--- src/tpc_defs.svh ---
`ifndef TPC_DEFS_SVH
`define TPC_DEFS_SVH

// register offsets on the serial port
`define TPC_OFS_SYNC_HI     6'h04
`define TPC_OFS_SYNC_LO     6'h05
`define TPC_OFS_PKT_LEN     6'h06
`define TPC_OFS_PKT_CTRL    6'h08
`define TPC_OFS_STATION     6'h09
`define TPC_OFS_HOP         6'h0a
`define TPC_OFS_CARRIER_HI  6'h0d
`define TPC_OFS_CARRIER_MID 6'h0e
`define TPC_OFS_CARRIER_LO  6'h0f
`define TPC_OFS_RATE_EXP    6'h10
`define TPC_OFS_RATE_MANT   6'h11

// reset values
`define TPC_RST_SYNC_HI     8'hd3
`define TPC_RST_SYNC_LO     8'h91
`define TPC_RST_PKT_LEN     8'hff
`define TPC_RST_PKT_CTRL    7'h45
`define TPC_RST_STATION     8'h00
`define TPC_RST_HOP         8'h00
`define TPC_RST_CARRIER_HI  6'h1e
`define TPC_RST_CARRIER_MID 8'hc4
`define TPC_RST_CARRIER_LO  8'hec
`define TPC_RST_RATE_EXP    4'hc
`define TPC_RST_RATE_MANT   8'h22
`define TPC_RATE_EXP_RSVD   4'h8

// field positions
`define TPC_CTRL_WHITE_BIT  6
`define TPC_CTRL_FMT_LO     4
`define TPC_CTRL_CRC_BIT    2
`define TPC_CTRL_LEN_LO     0
`define TPC_HDR_READ_BIT    7
`define TPC_HDR_BURST_BIT   6

// symbol-rate accumulator and pattern generator
`define TPC_RATE_ACC_W      28
`define TPC_PN9_SEED        9'h1ff

`endif

--- src/tpc_pkg.sv ---
`default_nettype none
package tpc_pkg;
    // serial port framing states, gray along idle-addr-data-hold
    typedef enum logic [1:0] {
        TPC_SPI_IDLE = 2'b00,
        TPC_SPI_ADDR = 2'b01,
        TPC_SPI_DATA = 2'b11,
        TPC_SPI_HOLD = 2'b10
    } tpc_spi_state_type;
    // transmit data source
    typedef enum logic [1:0] {
        TPC_FMT_FIFO  = 2'b00,
        TPC_FMT_SYNC  = 2'b01,
        TPC_FMT_PN9   = 2'b10,
        TPC_FMT_ASYNC = 2'b11
    } tpc_fmt_type;
    // packet length configuration
    typedef enum logic [1:0] {
        TPC_LEN_FIXED    = 2'b00,
        TPC_LEN_VARIABLE = 2'b01,
        TPC_LEN_INFINITE = 2'b10,
        TPC_LEN_RESERVED = 2'b11
    } tpc_len_type;
endpackage
`default_nettype wire

--- src/tpc_spi_shifter.sv ---
`default_nettype none
module tpc_spi_shifter (
    // clock and reset
    input  wire logic       clk,
    input  wire logic       rst,
    // serial pins
    input  wire logic       csn,
    input  wire logic       sclk,
    input  wire logic       mosi,
    output var  logic       miso,
    // byte side
    input  wire logic [7:0] tx_byte,
    output var  logic [7:0] rx_byte,
    output var  logic       byte_done
);
    logic       sclk_q_r;
    logic [2:0] cnt_r, cnt_nxt;
    logic [7:0] rx_r, rx_nxt;
    logic [7:0] tx_r, tx_nxt;
    logic       done_r, done_nxt;
    logic       miso_r, miso_nxt;
    logic       rise, fall;

    // edges of the serial clock inside a frame
    assign rise = ~csn & sclk & ~sclk_q_r;
    assign fall = ~csn & ~sclk & sclk_q_r;

    // shift in on rising, out on falling, load after each byte
    always_comb begin
        cnt_nxt  = cnt_r;
        rx_nxt   = rx_r;
        tx_nxt   = tx_r;
        done_nxt = 1'b0;
        miso_nxt = miso_r;
        if (csn) begin
            cnt_nxt  = 3'h0;
            tx_nxt   = 8'h00;
            miso_nxt = 1'b0;
        end else if (done_r) begin
            tx_nxt   = tx_byte;
            miso_nxt = tx_byte[7];
        end else if (rise) begin
            rx_nxt  = {rx_r[6:0], mosi};
            cnt_nxt = cnt_r + 3'h1;
            if (cnt_r == 3'h7) begin
                done_nxt = 1'b1;
            end
        end else if (fall && cnt_r != 3'h0) begin
            tx_nxt   = {tx_r[6:0], 1'b0};
            miso_nxt = tx_r[6];
        end
    end

    // registers
    always_ff @(posedge clk) begin
        if (rst) begin
            sclk_q_r <= 1'b0;
            cnt_r    <= 3'h0;
            rx_r     <= 8'h00;
            tx_r     <= 8'h00;
            done_r   <= 1'b0;
            miso_r   <= 1'b0;
        end else begin
            sclk_q_r <= sclk;
            cnt_r    <= cnt_nxt;
            rx_r     <= rx_nxt;
            tx_r     <= tx_nxt;
            done_r   <= done_nxt;
            miso_r   <= miso_nxt;
        end
    end

    assign miso      = miso_r;
    assign rx_byte   = rx_r;
    assign byte_done = done_r;
endmodule
`default_nettype wire

--- src/tpc_config_regs.sv ---
// Contract
// - sync high byte register, reset d3
// - sync low byte register, reset 91
// - packet length: fixed length or maximum
// - format 00 sends bytes from fifo
// - format 01 synchronous serial from pin
// - format 10 sends pn9 test pattern
// - format 11 transparent asynchronous from pin
// - length mode 00 fixed length
// - length mode 01 variable, first byte
// - length mode 10 infinite, 11 reserved
// - station address register, reset zero
// - frequency is base plus channel times spacing
// - carrier word top two bits read zero
// - carrier word is synthesizer base frequency
// - symbol rate from mantissa and exponent
// - exponent low nibble reset 12, mantissa 34
`include "tpc_defs.svh"
`default_nettype none
module tpc_config_regs (
    // clock and reset
    input  wire logic                clk,
    input  wire logic                rst,
    // serial register port
    input  wire logic                spi_csn,
    input  wire logic                spi_sclk,
    input  wire logic                spi_mosi,
    output var  logic                spi_miso,
    // data sources
    input  wire logic                fifo_bit,
    input  wire logic                general_output_0,
    input  wire logic [15:0]         chan_spacing,
    // packet handler configuration
    output var  logic [15:0]         sync_word,
    output var  logic [7:0]          packet_length,
    output var  logic [7:0]          station_id,
    output var  logic                whitening_enable,
    output var  logic                crc_enable,
    output var  tpc_pkg::tpc_fmt_type packet_source_format,
    output var  tpc_pkg::tpc_len_type length_mode,
    output var  logic                len_fixed,
    output var  logic                len_variable,
    output var  logic                len_infinite,
    // synthesizer
    output var  logic [7:0]          hop_index,
    output var  logic [23:0]         carrier_word,
    output var  logic [24:0]         op_freq,
    // modulator
    output var  logic [3:0]          rate_exponent,
    output var  logic [7:0]          rate_mantissa,
    output var  logic                symbol_tick,
    output var  logic                fifo_bit_take,
    output var  logic                tx_bit
);
    import tpc_pkg::*;

    // register storage
    logic [7:0]        sync_hi_r, sync_hi_nxt;
    logic [7:0]        sync_lo_r, sync_lo_nxt;
    logic [7:0]        pkt_len_r, pkt_len_nxt;
    logic [6:0]        ctrl_r, ctrl_nxt;
    logic [7:0]        station_r, station_nxt;
    logic [7:0]        hop_r, hop_nxt;
    logic [5:0]        car_hi_r, car_hi_nxt;
    logic [7:0]        car_mid_r, car_mid_nxt;
    logic [7:0]        car_lo_r, car_lo_nxt;
    logic [3:0]        rexp_r, rexp_nxt;
    logic [7:0]        rmant_r, rmant_nxt;

    // serial framing state
    tpc_spi_state_type st_r, st_nxt;
    logic [5:0]        addr_r, addr_nxt;
    logic              rd_r, rd_nxt;
    logic              burst_r, burst_nxt;
    logic [7:0]        rx_byte;
    logic              byte_done;
    logic [7:0]        tx_byte;
    logic              wr_en;

    // datapath state
    logic [`TPC_RATE_ACC_W-1:0] acc_r, acc_nxt;
    logic              tick_r, tick_nxt;
    logic [8:0]        pn9_r, pn9_nxt;
    logic              txb_r, txb_nxt;
    logic              take_r, take_nxt;
    logic [24:0]       freq_r, freq_nxt;
    logic [23:0]       rate_step;
    logic [`TPC_RATE_ACC_W:0] acc_sum;
    logic [23:0]       hop_prod;
    logic              lf_r, lf_nxt;
    logic              lv_r, lv_nxt;
    logic              li_r, li_nxt;

    // read value of one register address
    function automatic logic [7:0] reg_read(input logic [5:0] a);
        case (a)
            `TPC_OFS_SYNC_HI:     reg_read = sync_hi_r;
            `TPC_OFS_SYNC_LO:     reg_read = sync_lo_r;
            `TPC_OFS_PKT_LEN:     reg_read = pkt_len_r;
            `TPC_OFS_PKT_CTRL:    reg_read = {1'b0, ctrl_r};
            `TPC_OFS_STATION:     reg_read = station_r;
            `TPC_OFS_HOP:         reg_read = hop_r;
            `TPC_OFS_CARRIER_HI:  reg_read = {2'b00, car_hi_r};
            `TPC_OFS_CARRIER_MID: reg_read = car_mid_r;
            `TPC_OFS_CARRIER_LO:  reg_read = car_lo_r;
            `TPC_OFS_RATE_EXP:    reg_read = {`TPC_RATE_EXP_RSVD, rexp_r};
            `TPC_OFS_RATE_MANT:   reg_read = rmant_r;
            default:              reg_read = 8'h00;
        endcase
    endfunction

    // byte-level serial engine
    tpc_spi_shifter u_shift (
        .clk       (clk),
        .rst       (rst),
        .csn       (spi_csn),
        .sclk      (spi_sclk),
        .mosi      (spi_mosi),
        .miso      (spi_miso),
        .tx_byte   (tx_byte),
        .rx_byte   (rx_byte),
        .byte_done (byte_done)
    );

    // header byte, then data bytes; burst walks the address
    always_comb begin
        st_nxt    = st_r;
        addr_nxt  = addr_r;
        rd_nxt    = rd_r;
        burst_nxt = burst_r;
        tx_byte   = 8'h00;
        wr_en     = 1'b0;
        case (st_r)
            TPC_SPI_IDLE: begin
                if (!spi_csn) begin
                    st_nxt = TPC_SPI_ADDR;
                end
            end
            TPC_SPI_ADDR: begin
                if (byte_done) begin
                    addr_nxt  = rx_byte[5:0];
                    rd_nxt    = rx_byte[`TPC_HDR_READ_BIT];
                    burst_nxt = rx_byte[`TPC_HDR_BURST_BIT];
                    tx_byte   = reg_read(rx_byte[5:0]);
                    st_nxt    = TPC_SPI_DATA;
                end
            end
            TPC_SPI_DATA: begin
                if (byte_done) begin
                    wr_en = ~rd_r;
                    if (burst_r) begin
                        addr_nxt = addr_r + 6'h01;
                        tx_byte  = reg_read(addr_r + 6'h01);
                    end else begin
                        st_nxt = TPC_SPI_HOLD;
                    end
                end
            end
            TPC_SPI_HOLD: begin
                st_nxt = TPC_SPI_HOLD;
            end
            default: begin
                st_nxt = TPC_SPI_IDLE;
            end
        endcase
        if (spi_csn) begin
            st_nxt = TPC_SPI_IDLE;
        end
    end

    // register writes from the serial port
    always_comb begin
        sync_hi_nxt = sync_hi_r;
        sync_lo_nxt = sync_lo_r;
        pkt_len_nxt = pkt_len_r;
        ctrl_nxt    = ctrl_r;
        station_nxt = station_r;
        hop_nxt     = hop_r;
        car_hi_nxt  = car_hi_r;
        car_mid_nxt = car_mid_r;
        car_lo_nxt  = car_lo_r;
        rexp_nxt    = rexp_r;
        rmant_nxt   = rmant_r;
        if (wr_en) begin
            case (addr_r)
                `TPC_OFS_SYNC_HI:     sync_hi_nxt = rx_byte;
                `TPC_OFS_SYNC_LO:     sync_lo_nxt = rx_byte;
                `TPC_OFS_PKT_LEN:     pkt_len_nxt = rx_byte;
                `TPC_OFS_PKT_CTRL:    ctrl_nxt    = rx_byte[6:0];
                `TPC_OFS_STATION:     station_nxt = rx_byte;
                `TPC_OFS_HOP:         hop_nxt     = rx_byte;
                `TPC_OFS_CARRIER_HI:  car_hi_nxt  = rx_byte[5:0];
                `TPC_OFS_CARRIER_MID: car_mid_nxt = rx_byte;
                `TPC_OFS_CARRIER_LO:  car_lo_nxt  = rx_byte;
                `TPC_OFS_RATE_EXP:    rexp_nxt    = rx_byte[3:0];
                `TPC_OFS_RATE_MANT:   rmant_nxt   = rx_byte;
                default: begin
                    sync_hi_nxt = sync_hi_r;
                end
            endcase
        end
    end

    // register bank and framing flops
    always_ff @(posedge clk) begin
        if (rst) begin
            sync_hi_r <= `TPC_RST_SYNC_HI;
            sync_lo_r <= `TPC_RST_SYNC_LO;
            pkt_len_r <= `TPC_RST_PKT_LEN;
            ctrl_r    <= `TPC_RST_PKT_CTRL;
            station_r <= `TPC_RST_STATION;
            hop_r     <= `TPC_RST_HOP;
            car_hi_r  <= `TPC_RST_CARRIER_HI;
            car_mid_r <= `TPC_RST_CARRIER_MID;
            car_lo_r  <= `TPC_RST_CARRIER_LO;
            rexp_r    <= `TPC_RST_RATE_EXP;
            rmant_r   <= `TPC_RST_RATE_MANT;
            st_r      <= TPC_SPI_IDLE;
            addr_r    <= 6'h00;
            rd_r      <= 1'b0;
            burst_r   <= 1'b0;
        end else begin
            sync_hi_r <= sync_hi_nxt;
            sync_lo_r <= sync_lo_nxt;
            pkt_len_r <= pkt_len_nxt;
            ctrl_r    <= ctrl_nxt;
            station_r <= station_nxt;
            hop_r     <= hop_nxt;
            car_hi_r  <= car_hi_nxt;
            car_mid_r <= car_mid_nxt;
            car_lo_r  <= car_lo_nxt;
            rexp_r    <= rexp_nxt;
            rmant_r   <= rmant_nxt;
            st_r      <= st_nxt;
            addr_r    <= addr_nxt;
            rd_r      <= rd_nxt;
            burst_r   <= burst_nxt;
        end
    end

    // symbol rate: hidden one on the mantissa, shifted by the exponent
    assign rate_step = 24'({1'b1, rmant_r}) << rexp_r;
    assign acc_sum   = {1'b0, acc_r} + {5'h00, rate_step};
    // channel offset added to the base word
    assign hop_prod  = hop_r * chan_spacing;

    // datapath next values
    always_comb begin
        acc_nxt  = acc_sum[`TPC_RATE_ACC_W-1:0];
        tick_nxt = acc_sum[`TPC_RATE_ACC_W];
        freq_nxt = {1'b0, 2'b00, car_hi_r, car_mid_r, car_lo_r} + {1'b0, hop_prod};
        pn9_nxt  = pn9_r;
        txb_nxt  = txb_r;
        take_nxt = 1'b0;
        case (tpc_fmt_type'(ctrl_r[`TPC_CTRL_FMT_LO +: 2]))
            TPC_FMT_FIFO: begin
                if (tick_r) begin
                    txb_nxt  = fifo_bit;
                    take_nxt = 1'b1;
                end
            end
            TPC_FMT_SYNC: begin
                if (tick_r) begin
                    txb_nxt = general_output_0;
                end
            end
            TPC_FMT_PN9: begin
                if (tick_r) begin
                    txb_nxt = pn9_r[0];
                    pn9_nxt = {pn9_r[0] ^ pn9_r[5], pn9_r[8:1]};
                end
            end
            TPC_FMT_ASYNC: begin
                txb_nxt = general_output_0;
            end
            default: begin
                txb_nxt = 1'b0;
            end
        endcase
        lf_nxt = 1'b0;
        lv_nxt = 1'b0;
        li_nxt = 1'b0;
        case (tpc_len_type'(ctrl_r[`TPC_CTRL_LEN_LO +: 2]))
            TPC_LEN_FIXED:    lf_nxt = 1'b1;
            TPC_LEN_VARIABLE: lv_nxt = 1'b1;
            TPC_LEN_INFINITE: li_nxt = 1'b1;
            default:          lf_nxt = 1'b0;
        endcase
    end

    // datapath flops
    always_ff @(posedge clk) begin
        if (rst) begin
            acc_r  <= '0;
            tick_r <= 1'b0;
            pn9_r  <= `TPC_PN9_SEED;
            txb_r  <= 1'b0;
            take_r <= 1'b0;
            freq_r <= 25'h0;
            lf_r   <= 1'b0;
            lv_r   <= 1'b0;
            li_r   <= 1'b0;
        end else begin
            acc_r  <= acc_nxt;
            tick_r <= tick_nxt;
            pn9_r  <= pn9_nxt;
            txb_r  <= txb_nxt;
            take_r <= take_nxt;
            freq_r <= freq_nxt;
            lf_r   <= lf_nxt;
            lv_r   <= lv_nxt;
            li_r   <= li_nxt;
        end
    end

    // outputs, all taken from flops
    assign sync_word            = {sync_hi_r, sync_lo_r};
    assign packet_length        = pkt_len_r;
    assign station_id           = station_r;
    assign whitening_enable     = ctrl_r[`TPC_CTRL_WHITE_BIT];
    assign crc_enable           = ctrl_r[`TPC_CTRL_CRC_BIT];
    assign packet_source_format = tpc_fmt_type'(ctrl_r[`TPC_CTRL_FMT_LO +: 2]);
    assign length_mode          = tpc_len_type'(ctrl_r[`TPC_CTRL_LEN_LO +: 2]);
    assign len_fixed            = lf_r;
    assign len_variable         = lv_r;
    assign len_infinite         = li_r;
    assign hop_index            = hop_r;
    assign carrier_word         = {2'b00, car_hi_r, car_mid_r, car_lo_r};
    assign op_freq              = freq_r;
    assign rate_exponent        = rexp_r;
    assign rate_mantissa        = rmant_r;
    assign symbol_tick          = tick_r;
    assign fifo_bit_take        = take_r;
    assign tx_bit               = txb_r;
endmodule
`default_nettype wire

--- config.mk ---
export PLATFORM = sky130hd
export DESIGN_NAME = tpc_config_regs
export DESIGN_NICKNAME = d
export VERILOG_FILES = /design/src/tpc_pkg.sv /design/src/tpc_spi_shifter.sv /design/src/tpc_config_regs.sv
export VERILOG_INCLUDE_DIRS = /design/src /design/src/src
export SDC_FILE = /design/constraint.sdc
export NUM_CORES = 1
export LEC_CHECK = 0
export BUFFER_PORTS_ARGS = -buffer_cell sky130_fd_sc_hd__buf_2
export CORE_MARGIN = 2
export CORE_UTILIZATION = 50
export DETAILED_ROUTE_END_ITERATION = 10
export GPL_ROUTABILITY_DRIVEN = 0
export PLACE_DENSITY = 0.69
export SETUP_SLACK_MARGIN = 0.2
export SYNTH_ARGS = -nofsm -noshare
export SYNTH_HDL_FRONTEND = slang
export SYNTH_HIERARCHICAL = 1
export SYNTH_SLANG_ARGS = --single-unit
--- constraint.sdc ---
create_clock -name clk -period 11.6 [get_ports clk]
set_input_delay 1.74 -clock clk [delete_from_list [all_inputs] [get_ports clk]]
set_output_delay 1.74 -clock clk [all_outputs]
set_load 0.03 [all_outputs]
==> results.ini <==
[run_status]
run_status=completed

[die]
initial_core_util=0.509
die-area_mm2=0.0308
pin_count=137
die_w_um=175
die_y_um=175
rows=62
core-area_mm2=0.0289

[clock_tree]
cts_buffers=17
cts.clk_slew.worst_paths_ps=70
cts_setup_buffers=0
cts_sinks=180
cts_tree=done
cts.htree.levels=4
clockRootBuffer=clkbuf_16
ctsResizeCount=0
insertion_delay_ps=450
postCtsHoldBufs=0
clockBufferDepth=2

[timing]
slew_violations=0
maxSlewHeadroom=0.0671
max_freq_ghz=0.166
fin_crit_ps=6010
setup_tns_ps=0
finalHoldViolCount=0
tightest_slew_ps=1390
final.period_utilization=0.518
setup_viol=0
rsz0062_at_grt=false
finalClockSkew_ps=14.8

[power_and_ir_drop]
vdd_drop_max_mv=0.0719
leakagePower_uw=0.00729
power.density_mw_per_mm2=81.1

[setup_path]
cp_max_fo=8
critPathCaptureType=flip-flop
ff2ff_path_depth=15
arrival_ps=6340
crit_path_start_kind=primary input
required_ps=11930
path_class=primary input to flip-flop

[finish]
nNetsFinal=2048
fill_cells=2728
final_common_cell=nand2_1
final_cell_mix=nand2_1, inv_1, dfxtp_1
area_growth_pct=8.48
num_antenna_cells=0
layout-drive-gt1-share=0.117
final_cell_area_mm2=0.0159

[global_route]
grt_pass1_vias=12600
grt_max_degree=77
grt_pass1_wl_mm=68.5
grt_use_total=0.281
gr-total-overflow=0
antenna_found_initial=0

[place]
hpwl_mm=31.8
dpl_cell_area_mm2=0.0154
io_buffer_count=134

[synth]
synth_top_area_cell=dfxtp_1
syn_area_mm2=0.0147
synth_top_area_frac=0.245
synth_area_leaders=dfxtp_1, fa_1, ha_1
synth_cell_types=103
yosysSeqAreaShare=0.245
synth-edff-count=0
ys_seq_elements=180
synth_cells=1792
yosys_warnings=6
async_flop_share=0
ys.flop_type=dfxtp_1
synth.avg_cell_area_um2=8.20

[route]
drc=0
wl_met1_mm=19.0
wl_per_cell_um=19.2
drt-vias-per-instance=5.94
met3WireLength_mm=4.22
top_layer=met4
wl_met2_mm=18.7
antenna_left=0
drtIter0Drc=1470
wl_mm=43.0
dr.pass1.iters=11
vias=13300

[min_path]
hp-class=flip-flop to flip-flop
holdPathStages=2

[run]
drv_cap=0

[logic make-up after synthesis]
| family | Yosys count | synth area share |
|---|---|---|
| buf+inv | 308 | 0.0873 |
| compound gates | 401 | 0.191 |
| xor+xnor | 30 | 0.0179 |
| other cells | 1 | 0.000255 |
| mux | 58 | 0.0401 |
| simple gates | 627 | 0.205 |
| fa+ha+maj | 187 | 0.214 |
| flops | 180 | 0.245 |
[power by group]
part | internal [uW] | switching [uW] | leakage (uW)
combinational | 16.6 | 44.1 | 0.00554
sequential | 624 | 3.43 | 0.00146
clock | 313 | 292 | 0.000293
[state kept, by name, summed over array words and instances (netlist names), 3 cells and up]
name / cells
u_shift/tx_r: 7
rate_mantissa: 8
car_mid_r: 8
sync_lo_r: 8
rate_exponent: 4
pn9_r: 9
hop_index: 8
packet_length: 8
station_id: 8
op_freq: 25
u_shift/cnt_r: 3
acc_r: 28
ctrl_r: 7
sync_hi_r: 8
u_shift/rx_byte: 8
addr_r: 6
car_hi_r: 6
car_lo_r: 8
[final timing paths]
check | from | end | slack [ps]
setup / recovery | chan_spacing[6] | op_freq[24] | 5590
hold / removal | pn9_r[8] | pn9_r[7] | 470
setup reg to reg | hop_index[1] | op_freq[24] | 6070
hold reg to reg | pn9_r[8] | pn9_r[7] | 470
[per-layer routing]
layer  GRT usage  vias to the layer above
li1            -                     6188
met1       0.399                     6306
met2       0.428                      695
met3      0.0600                      103
met4      0.0875                        0
met5           0                        -
[critical path, stage by stage]
cell     delay [ps]
buf_2           160
and2_1          190
fa_1            490
fa_1            520
inv_1            60
fa_1            510
fa_1            500
inv_1            40
ha_1            320
o21ai_0         180
o21a_1          260
o31ai_1         540
a31o_2          320
nand4_1         100
nand3_1          90
mux2_1          320
[metrics by stage]
step | power, uW | util | hold slack [ps] | std cells | worst slack (ps)
after floorplan | 683 | - | 435 | 1793 | 5800
after global placement | 700 | 0.532 | 450 | 2204 | 5220
after detailed placement | 701 | 0.532 | 461 | 2204 | 5160
after CTS | 1300 | 0.553 | 474 | 2236 | 5610
after global routing | 1330 | 0.553 | 500 | 2236 | 5400
final | 1290 | 0.553 | 470 | 2236 | 5590
[cell type report]
type | instances | area (um^2) | share of cell area
Tap cell | 384 | 480 | 0.0301
Sequential cell | 180 | 3600 | 0.226
Inverter | 195 | 732 | 0.0459
Multi-Input combinational cell | 1305 | 9820 | 0.616
Clock buffer | 18 | 439 | 0.0275
Timing Repair Buffer | 140 | 718 | 0.0450
Clock inverter | 14 | 156 | 0.00981
[cells in the mapped netlist, drive strengths merged, types with 17 or more instances]
master  instances
nand2         246
inv           194
dfxtp         180
nor2          143
fa            107
a21oi          96
ha             79
and2           72
o21ai          67
clkbuf         59
buf            54
mux2i          51
nand3          40
a22oi          27
nor3           25
o211ai         25
nor2b          24
a21o           21
xnor2          20
a211oi         19
nand4          19
a31oi          17
Power figures use the tool's default switching activity.
